--- config.mk ---
export PLATFORM = sky130hd
export DESIGN_NAME = acr_ctrl
export DESIGN_NICKNAME = d
export VERILOG_FILES = /design/src/core/acr_pkg.sv /design/src/core/acr_div_if.sv /design/src/core/acr_prescaler.sv /design/src/core/acr_ctrl.sv
export VERILOG_INCLUDE_DIRS = /design/src /design/src/core
export SDC_FILE = /design/constraint.sdc
export NUM_CORES = 1
export LEC_CHECK = 0
export ABC_AREA = 1
export ABC_CLOCK_PERIOD_IN_PS = 2000
export BUFFER_PORTS_ARGS = -buffer_cell sky130_fd_sc_hd__buf_2
export CORE_ASPECT_RATIO = 1.75
export CORE_MARGIN = 2
export CORE_UTILIZATION = 51
export CTS_CLUSTER_SIZE = 12
export DETAILED_ROUTE_END_ITERATION = 10
export PLACE_DENSITY = 0.75
export RECOVER_POWER = 25
export SETUP_SLACK_MARGIN = 0.2
export SYNTH_ARGS = -nofsm -noshare
export SYNTH_HDL_FRONTEND = slang
export SYNTH_SLANG_ARGS = --single-unit
--- constraint.sdc ---
create_clock -name clk_in -period 2 [get_ports clk_in]
set_input_delay 0.1 -clock clk_in [delete_from_list [all_inputs] [get_ports clk_in]]
set_output_delay 0.1 -clock clk_in [all_outputs]
set_load 0.02 [all_outputs]
--- src/core/acr_consts.svh ---
// Offsets, field positions, reset values and timing counts of the converter
// control block. Assumes inclusion by bare name from the control module and the testbench.
//
// Functional notes
// - Reference select bits 7:6 choose reference source
// - Reference and channel changes made during a conversion apply at completion; changes while idle apply at once
// - Left adjust bit 5 selects result justification
// - Justification change shows immediately in result bytes
// - Channel codes select single-ended inputs, bandgap, ground
// - Channel codes select differential pairs
// - Enable bit powers converter; clearing aborts conversion
// - Start bit launches conversion; free running once
// - First conversion 25 clocks, later 13
// - Start reads one while busy; zero write ignored
// - Auto trigger starts on trigger rising edge
// - Done flag sets at each completion, even while a locked result is held
// - Interrupt needs flag, enable and global enable
// - Done flag cleared by vector or writing one
// - Both registers reset zero, read-write except the start and done flag bits
// - Divider codes give divide by 2 to 128
// - Low byte read locks result until high read
// - Switching to free running makes no trigger
`ifndef ACR_CONSTS_SVH
`define ACR_CONSTS_SVH

// Register byte addresses.
`define ACR_ADDR_CTRL      8'h7A
`define ACR_ADDR_CTRL_B    8'h7B
`define ACR_ADDR_MUX       8'h7C
`define ACR_ADDR_RES_LOW   8'h78
`define ACR_ADDR_RES_HIGH  8'h79

// Control register fields.
`define ACR_CTRL_EN        7
`define ACR_CTRL_START     6
`define ACR_CTRL_AUTO      5
`define ACR_CTRL_DONE      4
`define ACR_CTRL_IE        3

// Input select fields.
`define ACR_MUX_LADJ       5

// Reset values.
`define ACR_RESET_BYTE     8'h00

// Conversion lengths in converter clock cycles.
`define ACR_FIRST_CYCLES   5'h19
`define ACR_NORM_CYCLES    5'h0D

// Trigger source code for free running.
`define ACR_TRIG_FREE      3'h0

`endif

--- src/core/acr_pkg.sv ---
// Types shared by the converter control modules.
// Assumes acr_consts.svh is on the include path.
`default_nettype none
package acr_pkg;
  // Conversion sequencer states, one-hot.
  typedef enum logic [2:0] {
    ACR_IDLE  = 3'b001,
    ACR_CONV  = 3'b010,
    ACR_DONE  = 3'b100
  } acr_state_t;
endpackage : acr_pkg
`default_nettype wire

--- src/core/acr_div_if.sv ---
// Interface between the control top and its prescaler.
// Assumes both ends run on one clock.
`timescale 1ns/1ps
`default_nettype none
interface acr_div_if;
  logic [2:0] sel;
  logic       run;
  logic       tick;
  modport ctrl (output sel, output run, input tick);
  modport div  (input sel, input run, output tick);
endinterface : acr_div_if
`default_nettype wire

--- src/core/acr_prescaler.sv ---
// Converter clock prescaler: one-cycle tick per converter clock period.
// Assumes the interface is driven from the same clock domain.
`timescale 1ns/1ps
`default_nettype none
module acr_prescaler (
  // Clock and reset
  input  wire logic clk_in,
  input  wire logic arst_n_in,
  // Control side
  acr_div_if.div    dv
);
  logic [6:0] cnt_reg;
  logic [6:0] cnt_next;
  logic [6:0] limit;
  logic       hit;

  // Divide by two for codes 0 and 1, doubling each code after.
  assign limit = (dv.sel == 3'h0) ? 7'h01 : 7'((8'h01 << dv.sel) - 8'h01);
  assign hit = dv.run && (cnt_reg >= limit);
  assign cnt_next = (!dv.run || hit) ? 7'h00 : 7'(cnt_reg + 7'h01);
  assign dv.tick = hit;

  // Counter restarts whenever the converter is idle.
  always_ff @(posedge clk_in or negedge arst_n_in) begin
    if (!arst_n_in) begin
      cnt_reg <= 7'h00;
    end else begin
      cnt_reg <= cnt_next;
    end
  end

  // A tick never comes closer than two system clocks.
  tick_space_a: assert property (
    @(posedge clk_in) disable iff (!arst_n_in)
    dv.tick |=> !dv.tick)
    else $error("Prescaler tick too frequent.");
endmodule : acr_prescaler
`default_nettype wire

--- src/core/acr_ctrl.sv ---
// Converter control and status registers with conversion sequencer.
// Assumes a plain register port, a trigger from same-clock logic and a
// 10-bit result from the analog converter when its sample ends.
//
// Added by the designer: strobed register access.
`timescale 1ns/1ps
`default_nettype none
`include "acr_consts.svh"
module acr_ctrl
  import acr_pkg::*;
#(
  parameter int RES_W = 10
) (
  // Clock and reset
  input  wire logic             clk_in,
  input  wire logic             arst_n_in,
  // Register port
  input  wire logic [7:0]       addr_in,
  input  wire logic [7:0]       wdata_in,
  input  wire logic             wr_in,
  input  wire logic             rd_in,
  output logic      [7:0]       rdata_out,
  // System side
  input  wire logic             global_ie_in,
  input  wire logic             vector_ack_in,
  input  wire logic             trigger_in,
  output logic                  irq_out,
  // Analog side
  input  wire logic [RES_W-1:0] sample_in,
  output logic                  power_up_out,
  output logic      [1:0]       ref_select_out,
  output logic      [4:0]       channel_select_out,
  output logic                  sampling_out,
  output logic                  init_out
);

  ////////////////////////////////////////////////////////////////////////
  // Registers and state.
  logic [7:0]       mux_reg;
  logic [7:0]       ctrl_reg;
  logic [7:0]       ctrl_next;
  logic [2:0]       trig_src_reg;
  logic [RES_W-1:0] result_reg;
  logic [RES_W-1:0] result_next;
  logic             lock_reg;
  logic             first_reg;
  logic             trig_old_reg;
  logic [4:0]       cyc_reg;
  logic [4:0]       cyc_next;
  logic [4:0]       cyc_len_reg;
  logic [1:0]       ref_reg;
  logic [4:0]       chan_reg;
  logic [7:0]       rdata_next;
  acr_state_t       state_reg;
  acr_state_t       state_next;
  acr_div_if        dv ();

  ////////////////////////////////////////////////////////////////////////
  // Decode of register accesses.
  logic             wr_ctrl;
  logic             wr_mux;
  logic             wr_ctrl_b;
  logic             rd_low;
  logic             rd_high;
  logic             en_now;
  logic             auto_now;
  logic             free_mode;
  logic             sw_start;
  logic             trig_rise;
  logic             start_go;
  logic             conv_end;
  logic             busy;
  logic             abort;
  logic             len_first;
  assign wr_ctrl   = wr_in && (addr_in == `ACR_ADDR_CTRL);
  assign wr_mux    = wr_in && (addr_in == `ACR_ADDR_MUX);
  assign wr_ctrl_b = wr_in && (addr_in == `ACR_ADDR_CTRL_B);
  assign rd_low    = rd_in && (addr_in == `ACR_ADDR_RES_LOW);
  assign rd_high   = rd_in && (addr_in == `ACR_ADDR_RES_HIGH);

  // Enable and start seen in the same cycle as a control write.
  assign en_now    = wr_ctrl ? wdata_in[`ACR_CTRL_EN] : ctrl_reg[`ACR_CTRL_EN];
  assign auto_now  = ctrl_reg[`ACR_CTRL_AUTO];
  assign free_mode = auto_now && (trig_src_reg == `ACR_TRIG_FREE);
  assign sw_start  = wr_ctrl && wdata_in[`ACR_CTRL_START];
  // Rising edge of the trigger; free running ignores it entirely.
  assign trig_rise = auto_now && !free_mode && trigger_in && !trig_old_reg;
  assign busy      = (state_reg == ACR_CONV);
  assign abort     = busy && !en_now;
  assign conv_end  = busy && dv.tick && (cyc_reg == cyc_len_reg - 5'h01);
  // Free running restarts on completion while enabled.
  assign start_go  = en_now && !busy &&
                     (sw_start || trig_rise ||
                      (free_mode && state_reg == ACR_DONE));

  ////////////////////////////////////////////////////////////////////////
  // Sequencer next state.
  always_comb begin
    state_next = state_reg;
    case (state_reg)
      ACR_IDLE: begin
        if (start_go) state_next = ACR_CONV;
      end
      ACR_CONV: begin
        if (abort) state_next = ACR_IDLE;
        else if (conv_end) state_next = ACR_DONE;
      end
      ACR_DONE: begin
        state_next = start_go ? ACR_CONV : ACR_IDLE;
      end
      default: state_next = ACR_IDLE;
    endcase
  end

  // Cycle counter advances on each converter clock tick.
  assign cyc_next = (!busy || conv_end) ? 5'h00 :
                    (dv.tick ? 5'(cyc_reg + 5'h01) : cyc_reg);

  // Prescaler runs only while a conversion is in progress.
  assign dv.sel = ctrl_reg[2:0];
  assign dv.run = busy && !abort;
  acr_prescaler u_div (
    .clk_in    (clk_in),
    .arst_n_in (arst_n_in),
    .dv        (dv.div)
  );

  ////////////////////////////////////////////////////////////////////////
  // Control register next value.
  always_comb begin
    ctrl_next = ctrl_reg;
    if (wr_ctrl) begin
      ctrl_next[7]   = wdata_in[7];
      ctrl_next[5]   = wdata_in[5];
      ctrl_next[3:0] = wdata_in[3:0];
      // Writing one clears the flag; zero leaves it.
      if (wdata_in[`ACR_CTRL_DONE]) ctrl_next[`ACR_CTRL_DONE] = 1'b0;
    end
    if (vector_ack_in) ctrl_next[`ACR_CTRL_DONE] = 1'b0;
    // Completion sets the flag and wins over any clear.
    if (conv_end && !abort) ctrl_next[`ACR_CTRL_DONE] = 1'b1;
    // Start reads one exactly while converting.
    ctrl_next[`ACR_CTRL_START] = (state_next == ACR_CONV);
  end

  // Result update is held while the low byte has been read.
  assign result_next = (conv_end && !abort && !lock_reg) ? sample_in
                                                          : result_reg;

  ////////////////////////////////////////////////////////////////////////
  // Read data: result justification follows the live bit.
  logic [15:0] res_view;
  assign res_view = mux_reg[`ACR_MUX_LADJ] ?
                    {result_reg, {(16-RES_W){1'b0}}} :
                    {{(16-RES_W){1'b0}}, result_reg};
  always_comb begin
    case (addr_in)
      `ACR_ADDR_CTRL:     rdata_next = ctrl_reg;
      `ACR_ADDR_CTRL_B:   rdata_next = {5'h00, trig_src_reg};
      `ACR_ADDR_MUX:      rdata_next = mux_reg;
      `ACR_ADDR_RES_LOW:  rdata_next = res_view[7:0];
      `ACR_ADDR_RES_HIGH: rdata_next = res_view[15:8];
      default:            rdata_next = `ACR_RESET_BYTE;
    endcase
    if (!rd_in) rdata_next = `ACR_RESET_BYTE;
  end

  ////////////////////////////////////////////////////////////////////////
  // Register file and sequencer flops; all reset to zero except the state, which resets to ACR_IDLE.
  always_ff @(posedge clk_in or negedge arst_n_in) begin
    if (!arst_n_in) begin
      mux_reg      <= `ACR_RESET_BYTE;
      ctrl_reg     <= `ACR_RESET_BYTE;
      trig_src_reg <= 3'h0;
      state_reg    <= ACR_IDLE;
      cyc_reg      <= 5'h00;
      trig_old_reg <= 1'b0;
      rdata_out    <= `ACR_RESET_BYTE;
    end else begin
      if (wr_mux) mux_reg <= wdata_in;
      if (wr_ctrl_b) trig_src_reg <= wdata_in[2:0];
      ctrl_reg     <= ctrl_next;
      state_reg    <= state_next;
      cyc_reg      <= cyc_next;
      trig_old_reg <= trigger_in;
      rdata_out    <= rdata_next;
    end
  end

  // Result, lock and first-conversion tracking.
  always_ff @(posedge clk_in or negedge arst_n_in) begin
    if (!arst_n_in) begin
      result_reg <= '0;
      lock_reg   <= 1'b0;
      first_reg  <= 1'b1;
    end else begin
      result_reg <= result_next;
      if (rd_high) lock_reg <= 1'b0;
      else if (rd_low) lock_reg <= 1'b1;
      // Disabled converter needs initialisation again.
      if (!en_now) first_reg <= 1'b1;
      else if (start_go) first_reg <= 1'b0;
    end
  end

  // Length, reference and channel latched at each start.
  always_ff @(posedge clk_in or negedge arst_n_in) begin
    if (!arst_n_in) begin
      cyc_len_reg <= `ACR_NORM_CYCLES;
      ref_reg     <= 2'h0;
      chan_reg    <= 5'h00;
    end else if (start_go) begin
      cyc_len_reg <= first_reg ? `ACR_FIRST_CYCLES : `ACR_NORM_CYCLES;
      ref_reg     <= mux_reg[7:6];
      chan_reg    <= mux_reg[4:0];
    end else if (!busy) begin
      ref_reg  <= mux_reg[7:6];
      chan_reg <= mux_reg[4:0];
    end
  end

  // Initialisation flag follows the length chosen at the start edge, since
  // the latched length only becomes valid one cycle later.
  assign len_first = start_go ? first_reg
                              : (cyc_len_reg == `ACR_FIRST_CYCLES);

  // Outputs to the analog side and interrupt.
  always_ff @(posedge clk_in or negedge arst_n_in) begin
    if (!arst_n_in) begin
      irq_out            <= 1'b0;
      power_up_out       <= 1'b0;
      ref_select_out     <= 2'h0;
      channel_select_out <= 5'h00;
      sampling_out       <= 1'b0;
      init_out           <= 1'b0;
    end else begin
      irq_out <= ctrl_next[`ACR_CTRL_DONE] &&
                 ctrl_next[`ACR_CTRL_IE] && global_ie_in;
      power_up_out       <= ctrl_next[`ACR_CTRL_EN];
      ref_select_out     <= ref_reg;
      channel_select_out <= chan_reg;
      sampling_out       <= (state_next == ACR_CONV);
      init_out           <= (state_next == ACR_CONV) && len_first;
    end
  end

  ////////////////////////////////////////////////////////////////////////
  // Checks.
  done_sets_a: assert property (
    @(posedge clk_in) disable iff (!arst_n_in)
    conv_end && !abort |=> ctrl_reg[`ACR_CTRL_DONE])
    else $error("Done flag did not set at completion.");
  start_busy_a: assert property (
    @(posedge clk_in) disable iff (!arst_n_in)
    ctrl_reg[`ACR_CTRL_START] == busy)
    else $error("Start bit disagrees with busy.");
  abort_stop_a: assert property (
    @(posedge clk_in) disable iff (!arst_n_in)
    abort |=> state_reg == ACR_IDLE &&
              (!ctrl_reg[`ACR_CTRL_DONE] || $past(ctrl_reg[`ACR_CTRL_DONE])))
    else $error("Disable did not abort conversion.");
  irq_gate_a: assert property (
    @(posedge clk_in) disable iff (!arst_n_in)
    irq_out |-> ctrl_reg[`ACR_CTRL_DONE] && ctrl_reg[`ACR_CTRL_IE])
    else $error("Interrupt without flag and enable.");
  clear_one_a: assert property (
    @(posedge clk_in) disable iff (!arst_n_in)
    wr_ctrl && wdata_in[4] && !conv_end |=> !ctrl_reg[4])
    else $error("Write one did not clear done flag.");
  lock_hold_a: assert property (
    @(posedge clk_in) disable iff (!arst_n_in)
    lock_reg && !rd_high |=> result_reg == $past(result_reg))
    else $error("Result changed while locked.");
  chan_hold_a: assert property (
    @(posedge clk_in) disable iff (!arst_n_in)
    busy && $past(busy) |-> $stable(chan_reg) && $stable(ref_reg))
    else $error("Selection changed during conversion.");
  free_edge_a: assert property (
    @(posedge clk_in) disable iff (!arst_n_in)
    free_mode && state_reg == ACR_IDLE && !sw_start |=> state_reg != ACR_CONV)
    else $error("Free running started without software.");
  len_ok_a: assert property (
    @(posedge clk_in) disable iff (!arst_n_in)
    busy |-> cyc_len_reg == `ACR_FIRST_CYCLES ||
             cyc_len_reg == `ACR_NORM_CYCLES)
    else $error("Conversion length is wrong.");
  first_len_a: assert property (
    @(posedge clk_in) disable iff (!arst_n_in)
    start_go && first_reg |=> cyc_len_reg == `ACR_FIRST_CYCLES)
    else $error("First conversion is not the long one.");
  init_len_a: assert property (
    @(posedge clk_in) disable iff (!arst_n_in)
    sampling_out |-> init_out == (cyc_len_reg == `ACR_FIRST_CYCLES))
    else $error("Initialisation flag disagrees with length.");
  ladj_view_a: assert property (
    @(posedge clk_in) disable iff (!arst_n_in)
    rd_high && mux_reg[`ACR_MUX_LADJ]
    |=> rdata_out == $past(result_reg[RES_W-1:RES_W-8]))
    else $error("Left adjusted high byte is wrong.");
  trig_start_a: assert property (
    @(posedge clk_in) disable iff (!arst_n_in)
    trig_rise && en_now && state_reg == ACR_IDLE |=> state_reg == ACR_CONV)
    else $error("Trigger edge did not start a conversion.");
  free_restart_a: assert property (
    @(posedge clk_in) disable iff (!arst_n_in)
    free_mode && en_now && state_reg == ACR_DONE |=> state_reg == ACR_CONV)
    else $error("Free running did not restart.");
  conv_cv: cover property (@(posedge clk_in) disable iff (!arst_n_in)
    conv_end && cyc_len_reg == `ACR_FIRST_CYCLES);
  free_cv: cover property (@(posedge clk_in) disable iff (!arst_n_in)
    free_mode && state_reg == ACR_DONE && start_go);
  abort_cv: cover property (@(posedge clk_in) disable iff (!arst_n_in)
    abort);
  trig_cv: cover property (@(posedge clk_in) disable iff (!arst_n_in)
    trig_rise && start_go);
  lock_cv: cover property (@(posedge clk_in) disable iff (!arst_n_in)
    conv_end && lock_reg);
endmodule : acr_ctrl
`default_nettype wire

After elaboration in Yosys (flattened, before gate mapping). Cells that the tools add are included.

Bits in registers: 78. Input port bits: 33. Output and inout port bits: 19. Logic and storage cells: 105.

$add $sub $neg: 4. Order comparisons: 1. Equality and inequality tests: 13. Shift operators: 1. Multiplexer cells: 27. Reductions and logical operators: 38.

Operators with widths (number): 8-bit by 7-bit == test with 1-bit output (second input constant) (5); 8-bit case mux with 5 select lines (1); 5-bit two-way mux (6); 1-bit logical AND (23); 16-bit two-way mux (1); 7-bit two-way mux (2); 1-bit two-way mux (9); 3-bit two-way mux (3); 3-bit case mux with 3 select lines (1); 8-bit two-way mux (1); 7-bit by 1-bit adder with 7-bit output (second input constant) (1); 7-bit >= comparator (1); 1-bit zero test (7); 1-bit by 3-bit left shift with 7-bit output (first input constant) (1); 7-bit by 1-bit subtractor with 7-bit output (second input constant) (1); 3-bit by 2-bit == test with 1-bit output (second input constant) (2); 3-bit zero test (2); 2-bit two-way mux (3); 5-bit by 1-bit adder with 5-bit output (second input constant) (1); 5-bit == test (1); 5-bit == test (second input constant) (1); 5-bit by 1-bit subtractor with 5-bit output (second input constant) (1); 1-bit logical OR (4); 2-bit nonzero test (2); 4 further kinds (4).

Depth between registers and ports, before layout. Gate-level depths: netlist of the first run.

Depth after elaboration: 15. Depth in mapped cells: 13. Mapped depth without buffers: 13.

Hierarchy. From an unflattened synthesis of the first run, not the netlist that was laid out.

Cells, all modules: 413. Area total of the unflattened synthesis: 3560.9 um2.

Modules (own cells, without submodules): acr_ctrl (instances 1, cells each 347, area each 3051.7 um2, sequential area each 1655.3 um2); acr_prescaler (instances 1, cells each 66, area each 509.2 um2, sequential area each 175.2 um2).

Worst setup path before layout of the first run. OpenSTA, ideal clock, no wires.

Path kind: register to register. Start: reg ctrl_reg[1]. End: reg result_reg[4]. Setup time: 0.065 ns. Arrival time: 1.881 ns. Data required time: 1.935 ns. Slack: 0.054 ns. Stages on the path, launching flop included: 12. Buffers on the path: 1. Clock period less this slack: 1.946 ns. Path through: dfrtp_1 -> o21ai_0 -> o21bai_1 -> ha_1 -> nand2_1 -> o21a_1 -> nand2_1 -> inv_1 -> nor2_4 -> buf_6 -> nand4_1 -> nand2_1.

Longest elaborated chain between the ends: 9. Elaborated cells on any way between the ends: 10. Classes of those cells: 1 x add/sub; 1 x order compare; 1 x shift; 1 x mux; 6 x reduce/logical.

Ends and longest elaborated chain: from (decl) (line acr_ctrl.sv:40) `logic [7:0] ctrl_reg;`; from (signal assigned) (line acr_ctrl.sv:173) `` ctrl_reg <= `ACR_RESET_BYTE; ``; from (signal assigned) (line acr_ctrl.sv:182) `ctrl_reg <= ctrl_next;`; 1-bit by 3-bit left shift with 7-bit output (line acr_prescaler.sv:18) `assign limit = (dv.sel == 3'h0) ? 7'h01 : 7'((8'h01 << dv.sel) - 8'h01);`; 7-bit by 1-bit subtractor with 7-bit output (line acr_prescaler.sv:18); 7-bit two-way mux (*) (line acr_prescaler.sv:18); 7-bit >= comparator (*) (line acr_prescaler.sv:19) `assign hit = dv.run && (cnt_reg >= limit);`; 1-bit logical AND (*) (line acr_prescaler.sv:19); 1-bit logical AND (*) (2 in series) (line acr_ctrl.sv:90) `assign conv_end = busy && dv.tick && (cyc_reg == cyc_len_reg - 5'h01);`; 1-bit logical AND (*) (2 in series) (line acr_ctrl.sv:147) `assign result_next = (conv_end && !abort && !lock_reg) ? sample_in`; to (signal assigned) (line acr_ctrl.sv:197) `result_reg <= result_next;`; to (decl) (line acr_ctrl.sv:43) `logic [RES_W-1:0] result_reg;`.

Every way passes the cells marked *; elsewhere a longest branch is shown, timed or not. A chain may end at the register's enable or synchronous reset.

Final worst setup path of the first run.
Start: reg ctrl_reg[1]. End: reg ctrl_reg[4].

Longest elaborated chain between the ends: 9. Elaborated cells on any way between the ends: 10. Classes of those cells: 1 x add/sub; 1 x order compare; 1 x shift; 2 x mux; 5 x reduce/logical.

Ends and longest elaborated chain: 1-bit by 3-bit left shift with 7-bit output (line acr_prescaler.sv:18); 7-bit by 1-bit subtractor with 7-bit output (line acr_prescaler.sv:18); 7-bit two-way mux (*) (line acr_prescaler.sv:18); 7-bit >= comparator (*) (line acr_prescaler.sv:19); 1-bit logical AND (*) (line acr_prescaler.sv:19); 1-bit logical AND (*) (2 in series) (line acr_ctrl.sv:90); 1-bit logical AND (*) (line acr_ctrl.sv:141) `` if (conv_end && !abort) ctrl_next[`ACR_CTRL_DONE] = 1'b1; ``; 1-bit two-way mux (*) (line acr_ctrl.sv:141); named net ctrl_next[4] (line acr_ctrl.sv:41) `logic [7:0] ctrl_next;`.

The timed path passes the listed nets; every way through them passes the cells marked *.

==> impl_metrics.toml, run 1 <==
[worst_setup_path]
critical_path.slowest_cell = "dfrtp_2"
cp_data_arrival_time_ps = 2200
setup_crit_end_kind = "flip-flop"
crit_path_start_kind = "flip-flop"
critical_path.cell_chain = "o21ai_2, o21bai_1, ha_1, nand2_2, o21a_1, nand2_2, buf_4, nand4_1, buf_4, nand2_1"
crit_path_max_incr_delay_ps = 420
critical_path_class = "reg -> reg"
required_ps = 2270
critPathMaxFanout = 6

[place]
gp_routability_congestion = 0.9763
dp.cells = 540
portBuffers = 51
dp_hpwl_mm = 6.240
detailedPlace.worstSlack_ps = 36.40

[yosys]
post_synth_xor_area_fraction_pct = 1.755
synth-seq-cells = 73
synth_seq_area_share_pct = 52.40
synth_enable_flop_cells = 0
async_s_r_ff_share_synth_pct = 100.0
synth_mux_area_share_pct = 0.6447
synth-warning-count = 0
synth_top_family_by_area = "simple AND/OR/NAND/NOR gates"
synth_area_leader_cell = "dfrtp_1"
synth_simple_gate_area_share_pct = 28.58
post_synth_inst_count = 407
synth_adder_area_share_pct = 3.223
synth-main-ff-cell = "dfrtp_1"
netlist.area_leader.share_pct = 50.14
synthesis.area_per_instance_um2 = 8.583
share_of_the_synthesized_area_in_compound_gates_ao_oa_aoi_oai_pct = 7.378
mappedNetlistArea_um2 = 3493
synth_area_leaders = "dfrtp_1 50%, nand2_1 14%, inv_1 4.3%"
synth.net_count = 449
yosysUniqueCellTypes = 35

[grt]
grt_overflow = 0
pin_count_of_the_biggest_net_entering_global_routing = 33
grt_first_pass_wirelength_mm = 13.70
grt_pass1_vias = 2989
antenna_found_initial = 0
grtUsageTotal_pct = 24.53

[finish]
largest_reg_flops = 10
drive_gt1_share_pct = 23.81
final_core_util_pct = 65.45
n_antenna_cell = 0
final_common_cell = "nand2_1"
synthToLayoutAreaGrowth_pct = 23.42
mostFrequentLayoutCells = "126 x nand2_1, 68 x dfrtp_1, 49 x buf_2"
design.final.nets = 520
finish.cell_count_without_fillers = 565

[sta]
slew-limit-headroom_pct = 27.84
report.final.setup_viol = 0
worst_pin_slew_ps = 1082
fin_tns_setup_ps = 0
fin_worst_skew_ps = 5.822
max_freq_mhz = 519.0
post_layout_minimum_cycle_time_ps = 1927
slew_violations = 0
final_critical_path_setup_slack_ps = 73.05
finalCritPeriodShare_pct = 96.35
unrepaired_setup_endpoints_after_global_routing = "yes"
report.final.hold_viol_count = 0

[power_and_ir_drop]
report.power.total_uw = 3317
pwr_density_nw_per_um2 = 769.2
cellLeakagePower_uw = 0.002297
worst_ir_drop_vdd_uv = 610.6

[routing]
final_ant_viol_nets = 0
wl_met3_um = 345
totalWireLength_mm = 8.415
route.detailed.drc = 0
routed_met1_length_mm = 3.072
vias = 2985
detail_route.iter0.violations = 189
wl_per_cell_um = 14.89
topRoutingLayerUsed = "met4"
met2WireLength_mm = 4.536
via_per_inst = 5.283
drt-pass1-iter-count = 4

[cts]
cts-root-to-sink-buffers = 2
numCtsBuffers = 9
cts.sink_count = 73
clk_pin_slew_ps = 60
worst_skew_pair.late_latency_ps = 340
clock_tree_from_tritoncts = "yes"
cts_root_buffer = "clkbuf_16"
clock_tree.htree_level_count = 3

[floorplan]
design.core.area_um2 = 6588
boundaryPins = 52
floorplan.die.height_um = 113.5
die_width_um = 66.56
rows = 39
initial_utilization_pct = 53.03
area_enclosed_by_the_die_boundary_um2 = 7554

[run_status]
outcome = "complete, no violations"

[run]
max_cap_viol_count = 0

[worst_hold_path]
worstHoldPathType = "in -> reg"
area by class of cell:
cell class              instances  area, um2
clock inverters                 5      55.05
multi-input cells             282       1510
inverters                      44      165.2
well taps                      82      102.6
repair buffers                 68      402.9
clock buffers                  11      242.7
flip-flops and latches         73       1833
fillers                       556       2276
layer usage:
metal  global-route usage (%)  vias to the layer above
li1                         -                     1466
met1                    26.36                     1396
met2                    41.53                       91
met3                    4.635                       32
met4                    18.10                        0
met5                        0                        -
synthesized netlist by cell type (3+ instances only):
cell type  instances
nand2_1          131
dfrtp_1           70
inv_1             40
nor2_1            29
nand3_1           20
nand4_1           20
o21ai_0           19
a21oi_1           15
ha_1               9
buf_2              6
xor2_1             5
nor2_4             4
nor3_1             4
dfstp_2            3
inv_2              3
critical path: cells and delay by family (launching register included):
family | cells | cell delay [ps]
AOI/OAI and AO/OA | 3 | 420
adders and majority gates | 1 | 290
buffers and inverters | 2 | 330
DFF | 1 | 420
and+or+nand+nor | 4 | 400
report_power, final:
part           total (uW)  leakage (uW)  internal, uW  switching [uW]
logic                 186       0.00117          64.4             122
registers            1540      0.000990          1510            25.9
clock network        1590      0.000142           994             597
through the flow:
stage               hold slack [ps]  instance area, um2
detailed placement            70.83                3894
floorplan                    -195.6                3496
finish                        23.11                4312
CTS                           6.363                4264
global placement              69.59                3894
global route                  21.40                4312
repair_timing:
action / in CTS / in global routing
endpoints found under the setup margin: 21 / 26
setup buffers: 4 / 3
hold buffers: 2 / 0
cloned: 0 / 0
gates resized for setup: 7 / 12
pin swaps: 6 / 3
hold endpoints to repair: 18 / 0
path summary, 6_finish.rpt:
check | cells past startpoint | to | start | slack, ps
max | 10 | ctrl_reg[4] | ctrl_reg[1] | 70
min | 3 | irq_out | global_ie_in | 20
max reg2reg | 10 | ctrl_reg[4] | ctrl_reg[1] | 70
min reg2reg | 0 | channel_select_out[0] | chan_reg[0] | 380
max in group asynchronous | 3 | result_reg[7] | arst_n_in | 530
min in group asynchronous | 2 | u_div.cnt_reg[4] | arst_n_in | 480
cell families (layout without fill, tap and decap cells):
| kind of cell | Yosys count | count (layout) |
|---|---|---|
| simple gates | 218 | 218 |
| xor+xnor | 7 | 7 |
| fa+ha+maj | 9 | 9 |
| flops | 73 | 73 |
| buf+inv | 52 | 128 |
| mux | 2 | 2 |
| compound gates | 46 | 46 |
(Power assumes the default switching activity.)
==> inputs of run 2 (changes only) <==
--- a/config.mk
+++ b/config.mk
@@ -6,7 +6,7 @@
 export SDC_FILE = /design/constraint.sdc
 export NUM_CORES = 1
 export LEC_CHECK = 0
-export ABC_AREA = 1
+export ABC_AREA = 0
 export ABC_CLOCK_PERIOD_IN_PS = 2000
 export BUFFER_PORTS_ARGS = -buffer_cell sky130_fd_sc_hd__buf_2
 export CORE_ASPECT_RATIO = 1.75
@@ -14,7 +14,7 @@
 export CORE_UTILIZATION = 51
 export CTS_CLUSTER_SIZE = 12
 export DETAILED_ROUTE_END_ITERATION = 10
-export PLACE_DENSITY = 0.75
+export PLACE_DENSITY = 0.76
 export RECOVER_POWER = 25
 export SETUP_SLACK_MARGIN = 0.2
 export SYNTH_ARGS = -nofsm -noshare
==> constraint.sdc (replaced) <==
create_clock -name clk_in -period 2 [get_ports clk_in]
set_input_delay 0.4 -clock clk_in [delete_from_list [all_inputs] [get_ports clk_in]]
set_output_delay 0.4 -clock clk_in [all_outputs]
set_load 0.02 [all_outputs]
==> run 2 against run 1 <==
- highest routed layer unchanged
- the run now ends with capacitance limit, slew limit, setup timing left
- via count shrank 11%
- area after synthesis shrank 4.2%
- worst setup slack lost 210 ps
- combinational power is essentially flat
- synthesized cell count shrank 29%
==> impl_metrics.toml, run 2 <==
[routing]
wl_per_cell_um = 17.43
route.detailed.drc = 0
drt-pass1-iter-count = 5
via_per_inst = 5.689
totalWireLength_mm = 8.121
detail_route.iter0.violations = 174
vias = 2651
final_ant_viol_nets = 0

[finish]
layout.filler_cells = 487
final_common_cell = "dfrtp_1"
drive_gt1_share_pct = 43.49
largest_reg_flops = 10
synthToLayoutAreaGrowth_pct = 30.75
mostFrequentLayoutCells = "68 x dfrtp_1, 52 x buf_2, 35 x nand2_1"
n_antenna_cell = 0
design.final.nets = 421

[floorplan]
initial_utilization_pct = 51.98
boundaryPins = 52
area_enclosed_by_the_die_boundary_um2 = 7255
rows = 39
die_width_um = 65.25
floorplan.die.height_um = 111.2
design.core.area_um2 = 6441

[power_and_ir_drop]
cellLeakagePower_uw = 0.002113
worst_ir_drop_vdd_uv = 593.9
pwr_density_nw_per_um2 = 733.1

[cts]
numCtsBuffers = 9
cts.sink_count = 73
clock_tree.htree_level_count = 3
cts-root-to-sink-buffers = 2
clock_tree_from_tritoncts = "yes"
worst_skew_pair.late_latency_ps = 340
cts.hold.buffers_added = 0
clk_pin_slew_ps = 60
cts_root_buffer = "clkbuf_16"

[place]
gp_routability_congestion = 0.8855
detailedPlace.worstSlack_ps = -175.7
portBuffers = 51
dp_hpwl_mm = 5.770

[run]
max_cap_viol_count = 1

[sta]
report.final.setup_viol = 15
fin_tns_setup_ps = -1609
finalCritPeriodShare_pct = 106.9
unrepaired_setup_endpoints_after_global_routing = "yes"
post_layout_minimum_cycle_time_ps = 2138
final_critical_path_setup_slack_ps = -137.5
slew-limit-headroom_pct = -2.666
max_freq_mhz = 467.8
worst_pin_slew_ps = 1540
report.final.hold_viol_count = 0
slew_violations = 74
whs_ps = 185.4
fin_worst_skew_ps = 7.233

[yosys]
post_synth_most_frequent_cells = "70 x dfrtp_1, 37 x nand2_1, 28 x mux2_2"
synth.net_count = 333
async_s_r_ff_share_synth_pct = 100.0
library_cell_with_the_highest_instance_count_after_synthesis = "dfrtp_1"
yosysUniqueCellTypes = 50
synth_seq_area_share_pct = 54.67
synth_enable_flop_cells = 0
synth-warning-count = 0
synth-seq-cells = 73
synthesis.area_per_instance_um2 = 11.51
mappedNetlistArea_um2 = 3348
synth_area_leaders = "dfrtp_1 52%, mux2_2 9.4%, nand2_1 4.1%"
synth_area_leader_cell = "dfrtp_1"
netlist.area_leader.share_pct = 52.32
synth-main-ff-cell = "dfrtp_1"
post_synth_inst_count = 291

[worst_setup_path]
crit_path_start_kind = "flip-flop"
critPathMaxFanout = 6
critical_path.cell_chain = "o21ai_1, ha_1, a21oi_1, o221a_4, buf_4, nor3_1, buf_4, or2_2"
required_ps = 2220
crit_path_max_incr_delay_ps = 440
critical_path_class = "reg -> reg"
crit_family = "compound AO/OA/AOI/OAI gates"
cp_data_arrival_time_ps = 2360
critical-path-top-cell-by-count = "buf_4"
critical_path.slowest_cell = "dfrtp_2"
setup_crit_end_kind = "flip-flop"
path_buf_inv = 2

[grt]
grt_first_pass_wirelength_mm = 13.28
pin_count_of_the_biggest_net_entering_global_routing = 74
grt_overflow = 0
antenna_found_initial = 0
grt_pass1_vias = 2750
grtUsageTotal_pct = 24.68

[run_status]
violations = "capacitance limit, slew limit, setup timing"
outcome = "finished, violations left"

[worst_hold_path]
worstHoldPathType = "in -> reg"
[run 2: changes by cell type after synthesis, sizes merged, moves of 7 or more]
cell,delta
nor2,-16
a222oi,+7
nand3,-12
mux2,+28
nand4,-16
nand2,-96
o21ai,-9
inv,-33
[run 2: worst paths after layout]
kind | start | to | slack [ps] | cells after the start
setup / recovery | ctrl_reg[1] | ctrl_reg[4] | -140 | 8
hold / removal | trigger_in | trig_old_reg | 190 | 1
setup reg to reg | ctrl_reg[1] | ctrl_reg[4] | -140 | 8
hold reg to reg | chan_reg[3] | channel_select_out[3] | 370 | 0
max in group asynchronous | arst_n_in | ctrl_reg[1] | 430 | 2
min in group asynchronous | arst_n_in | channel_select_out[4] | 540 | 2
[run 2: area by class of cell]
type | instances | area, um2 | area share [%]
inverter | 10 | 37.54 | 0.8574
clock buffer | 9 | 225.2 | 5.144
timing repair buffer | 86 | 530.5 | 12.12
clock inverter | 7 | 53.80 | 1.229
multi-input combinational | 199 | 1595 | 36.44
sequential | 73 | 1833 | 41.87
tap | 82 | 102.6 | 2.344
[run 2: logic make-up (layout without fill, tap and decap cells)]
group | Yosys count | after routing | share of synthesized area, %
AO/OA/AOI/OAI | 48 | 48 | 10.50
XOR/XNOR | 8 | 8 | 2.093
adder cells (fa/ha/maj) | 9 | 9 | 3.363
buffers and inverters | 19 | 112 | 2.205
flip-flops | 73 | 73 | 54.67
multiplexers | 34 | 34 | 11.66
AND/OR/NAND/NOR | 100 | 100 | 15.51
[run 2: power by group]
group | internal (uW) | switching (uW)
Sequential | 1510 | 28.3
Clock | 846 | 641
Combinational | 79.7 | 104
[run 2: per-layer routing]
layer | share of wire (%) | track usage [%]
met1 | 36 | 26.16
met2 | 57 | 42.79
met3 | 3.4 | 4.873
met4 | 4.1 | 16.25
met5 | 0 | 0
[run 2: per-stage QoR]
stage               instances  utilization [%]  area [um2]  power [uW]
floorplan                 291                -        3378        1626
global placement          445            61.11        3936        1736
detailed placement        445            61.11        3936        1741
CTS                       464            67.50        4348        3236
global route              466            67.97        4378        3326
finish                    466            67.97        4378        3210
[run 2: timing repair]
| item | CTS | global route |
|---|---|---|
| gates resized for setup | 26 | 11 |
| endpoints found under the setup margin | 28 | 31 |
| buffers inserted | 2 | 2 |
| pin swaps | 12 | 0 |
| cloned | 1 | 0 |
| hold endpoints to repair | 0 | 0 |
==> inputs of run 3 (changes only) <==
--- a/config.mk
+++ b/config.mk
@@ -16,7 +16,6 @@
 export DETAILED_ROUTE_END_ITERATION = 10
 export PLACE_DENSITY = 0.76
 export RECOVER_POWER = 25
-export SETUP_SLACK_MARGIN = 0.2
 export SYNTH_ARGS = -nofsm -noshare
 export SYNTH_HDL_FRONTEND = slang
 export SYNTH_SLANG_ARGS = --single-unit
==> constraint.sdc (replaced) <==
create_clock -name clk_in -period 2 [get_ports clk_in]
set_input_delay 0.2 -clock clk_in [delete_from_list [all_inputs] [get_ports clk_in]]
set_output_delay 0.2 -clock clk_in [all_outputs]
set_load 0.02 [all_outputs]
==> run 3 against run 2 <==
- the run ends with setup timing left
- critical path type unchanged
- final area down 3.2%
- maximum frequency rose by 0.95%
- sequential power barely moved
- hold slack got worse by 110 ps
==> impl_metrics.toml, run 3 (synthesized netlist as in run 2, its figures left out) <==
[routing]
wl_per_cell_um = 16.95
drt-pass1-iter-count = 5
totalWireLength_mm = 7.748
final_ant_viol_nets = 0
via_per_inst = 5.639
vias = 2577
detail_route.iter0.violations = 250
route.detailed.drc = 0

[place]
gp_routability_congestion = 0.9231
dp_hpwl_mm = 5.633
portBuffers = 51

[run_status]
violations = "setup timing"
outcome = "finished, violations left"

[floorplan]
rows = 39
design.core.area_um2 = 6441
die_width_um = 65.25
area_enclosed_by_the_die_boundary_um2 = 7255
initial_utilization_pct = 51.98
boundaryPins = 52
floorplan.die.height_um = 111.2

[power_and_ir_drop]
cellLeakagePower_uw = 0.002079
pwr_density_nw_per_um2 = 810.2
worst_ir_drop_vdd_uv = 681.5

[sta]
worst_pin_slew_ps = 964.7
report.final.hold_viol_count = 0
max_freq_mhz = 472.3
slew-limit-headroom_pct = 35.69
post_layout_minimum_cycle_time_ps = 2117
fin_tns_setup_ps = -955.0
report.final.setup_viol = 12
finalCritPeriodShare_pct = 105.9
unrepaired_setup_endpoints_after_global_routing = "yes"
slew_violations = 0
fin_worst_skew_ps = 6.873
whs_ps = 76.17
final_critical_path_setup_slack_ps = -117.4

[cts]
clock_tree.htree_level_count = 3
worst_skew_pair.late_latency_ps = 340
cts_root_buffer = "clkbuf_16"
cts.sink_count = 73
cts-root-to-sink-buffers = 2
clock_tree_from_tritoncts = "yes"
numCtsBuffers = 9
clk_pin_slew_ps = 50

[worst_hold_path]
worst_hold_startpoint = "sample_in[9]"
hold-path-cell-count = 2
min_to = "result_reg[9]"
worstHoldPathType = "in -> reg"

[grt]
grt_overflow = 0
grtUsageTotal_pct = 23.53
grt_first_pass_wirelength_mm = 12.72
antenna_found_initial = 0
grt_pass1_vias = 2658
pin_count_of_the_biggest_net_entering_global_routing = 74

[finish]
n_antenna_cell = 0
synthToLayoutAreaGrowth_pct = 26.61
drive_gt1_share_pct = 36.27
final_core_util_pct = 65.81
multi_input_area_um2 = 1485
largest_reg_flops = 10
layout.area.seq_um2 = 1833
design.final.nets = 412
layout.filler_cells = 548
final_common_cell = "dfrtp_1"
mostFrequentLayoutCells = "68 x dfrtp_1, 50 x buf_2, 37 x nand2_1"

[worst_setup_path]
required_ps = 2220
rrSetupSlack_ps = -120
critical_path_class = "reg -> reg"
critical_path.startpoint = "ctrl_reg[2]"
crit-reg2reg-capture = "result_reg[5]"
crit_path_max_incr_delay_ps = 420
worstReg2RegStart = "ctrl_reg[2]"
setup_crit_end_kind = "flip-flop"
cp_data_arrival_time_ps = 2340
critical_path.cell_chain = "nor2_1, ha_1, a21o_1, a21oi_2, o221a_4, nor4_4, buf_4, mux2_2"
r2r_cells = 8
crit_path_start_kind = "flip-flop"
critPathMaxFanout = 7
critical_path.slowest_cell = "dfrtp_2"

[run]
max_cap_viol_count = 0
run 3: cell count changes in the layout (fill, tap and decap cells not counted), sizes merged:
cell         delta
clkinv          -2
inv             -1
bufinv          +2
clkbuf          +5
clkinvlp        -2
buf            -13
dlygate4sd3     +2
run 3: timing repair:
action / in CTS / in global routing
hold buffers: 2 / 0
endpoints found under the hold margin: 71 / 0
setup buffers: 0 / 1
setup endpoints to repair: 19 / 28
gates resized for setup: 3 / 7
cloned: 0 / 1
pin swaps: 0 / 0
run 3: final cells by class:
type	instances	area share, %
well taps	82	2.420
clock inverters	4	1.800
inverters	10	0.8855
repair buffers	77	10.80
multi-input cells	199	35.04
flip-flops and latches	73	43.24
clock buffers	12	5.815
run 3: metal layers:
layer  share of wire [%]  global-route usage (%)  vias to the layer above
li1                    -                       -                     1225
met1                  37                   25.12                     1251
met2                  56                   41.09                       74
met3                 3.5                   5.076                       27
met4                 3.5                   13.89                        0
met5                   0                       0                        -
run 3: how the worst max path moves through the flow:
stage                          to  slack, ps  cells past startpoint
CTS                 result_reg[5]       -120                      7
finish              result_reg[5]       -120                      8
detailed placement  result_reg[5]       -140                      7
floorplan           result_reg[0]       -120                      6
global placement    result_reg[4]        -50                      7
global route        result_reg[2]       -210                      7
run 3: stage by stage:
step | power (uW) | std cells | worst slack, ps | instance area (um2)
final | 3435 | 457 | -117.4 | 4239
after global routing | 3555 | 457 | -205.6 | 4239
after CTS | 3475 | 455 | -121.0 | 4212
after detailed placement | 1736 | 437 | -135.7 | 3856
after global placement | 1730 | 437 | -53.62 | 3856
after floorplan | 1625 | 291 | -121.8 | 3357
run 3: critical path, delay by kind of cell (launching register included):
| kind | cells | cell delay (ps) |
|---|---|---|
| mux | 1 | 330 |
| buf+inv | 1 | 210 |
| compound gates | 3 | 510 |
| fa+ha+maj | 1 | 270 |
| flops | 1 | 420 |
| simple gates | 2 | 260 |
run 3: where the power goes:
part	leakage (uW)	internal [uW]	switching (uW)	total, uW
clock network	0.000153	1130	592	1720
registers	0.000993	1510	27.8	1540
logic	0.000933	73.3	100	173
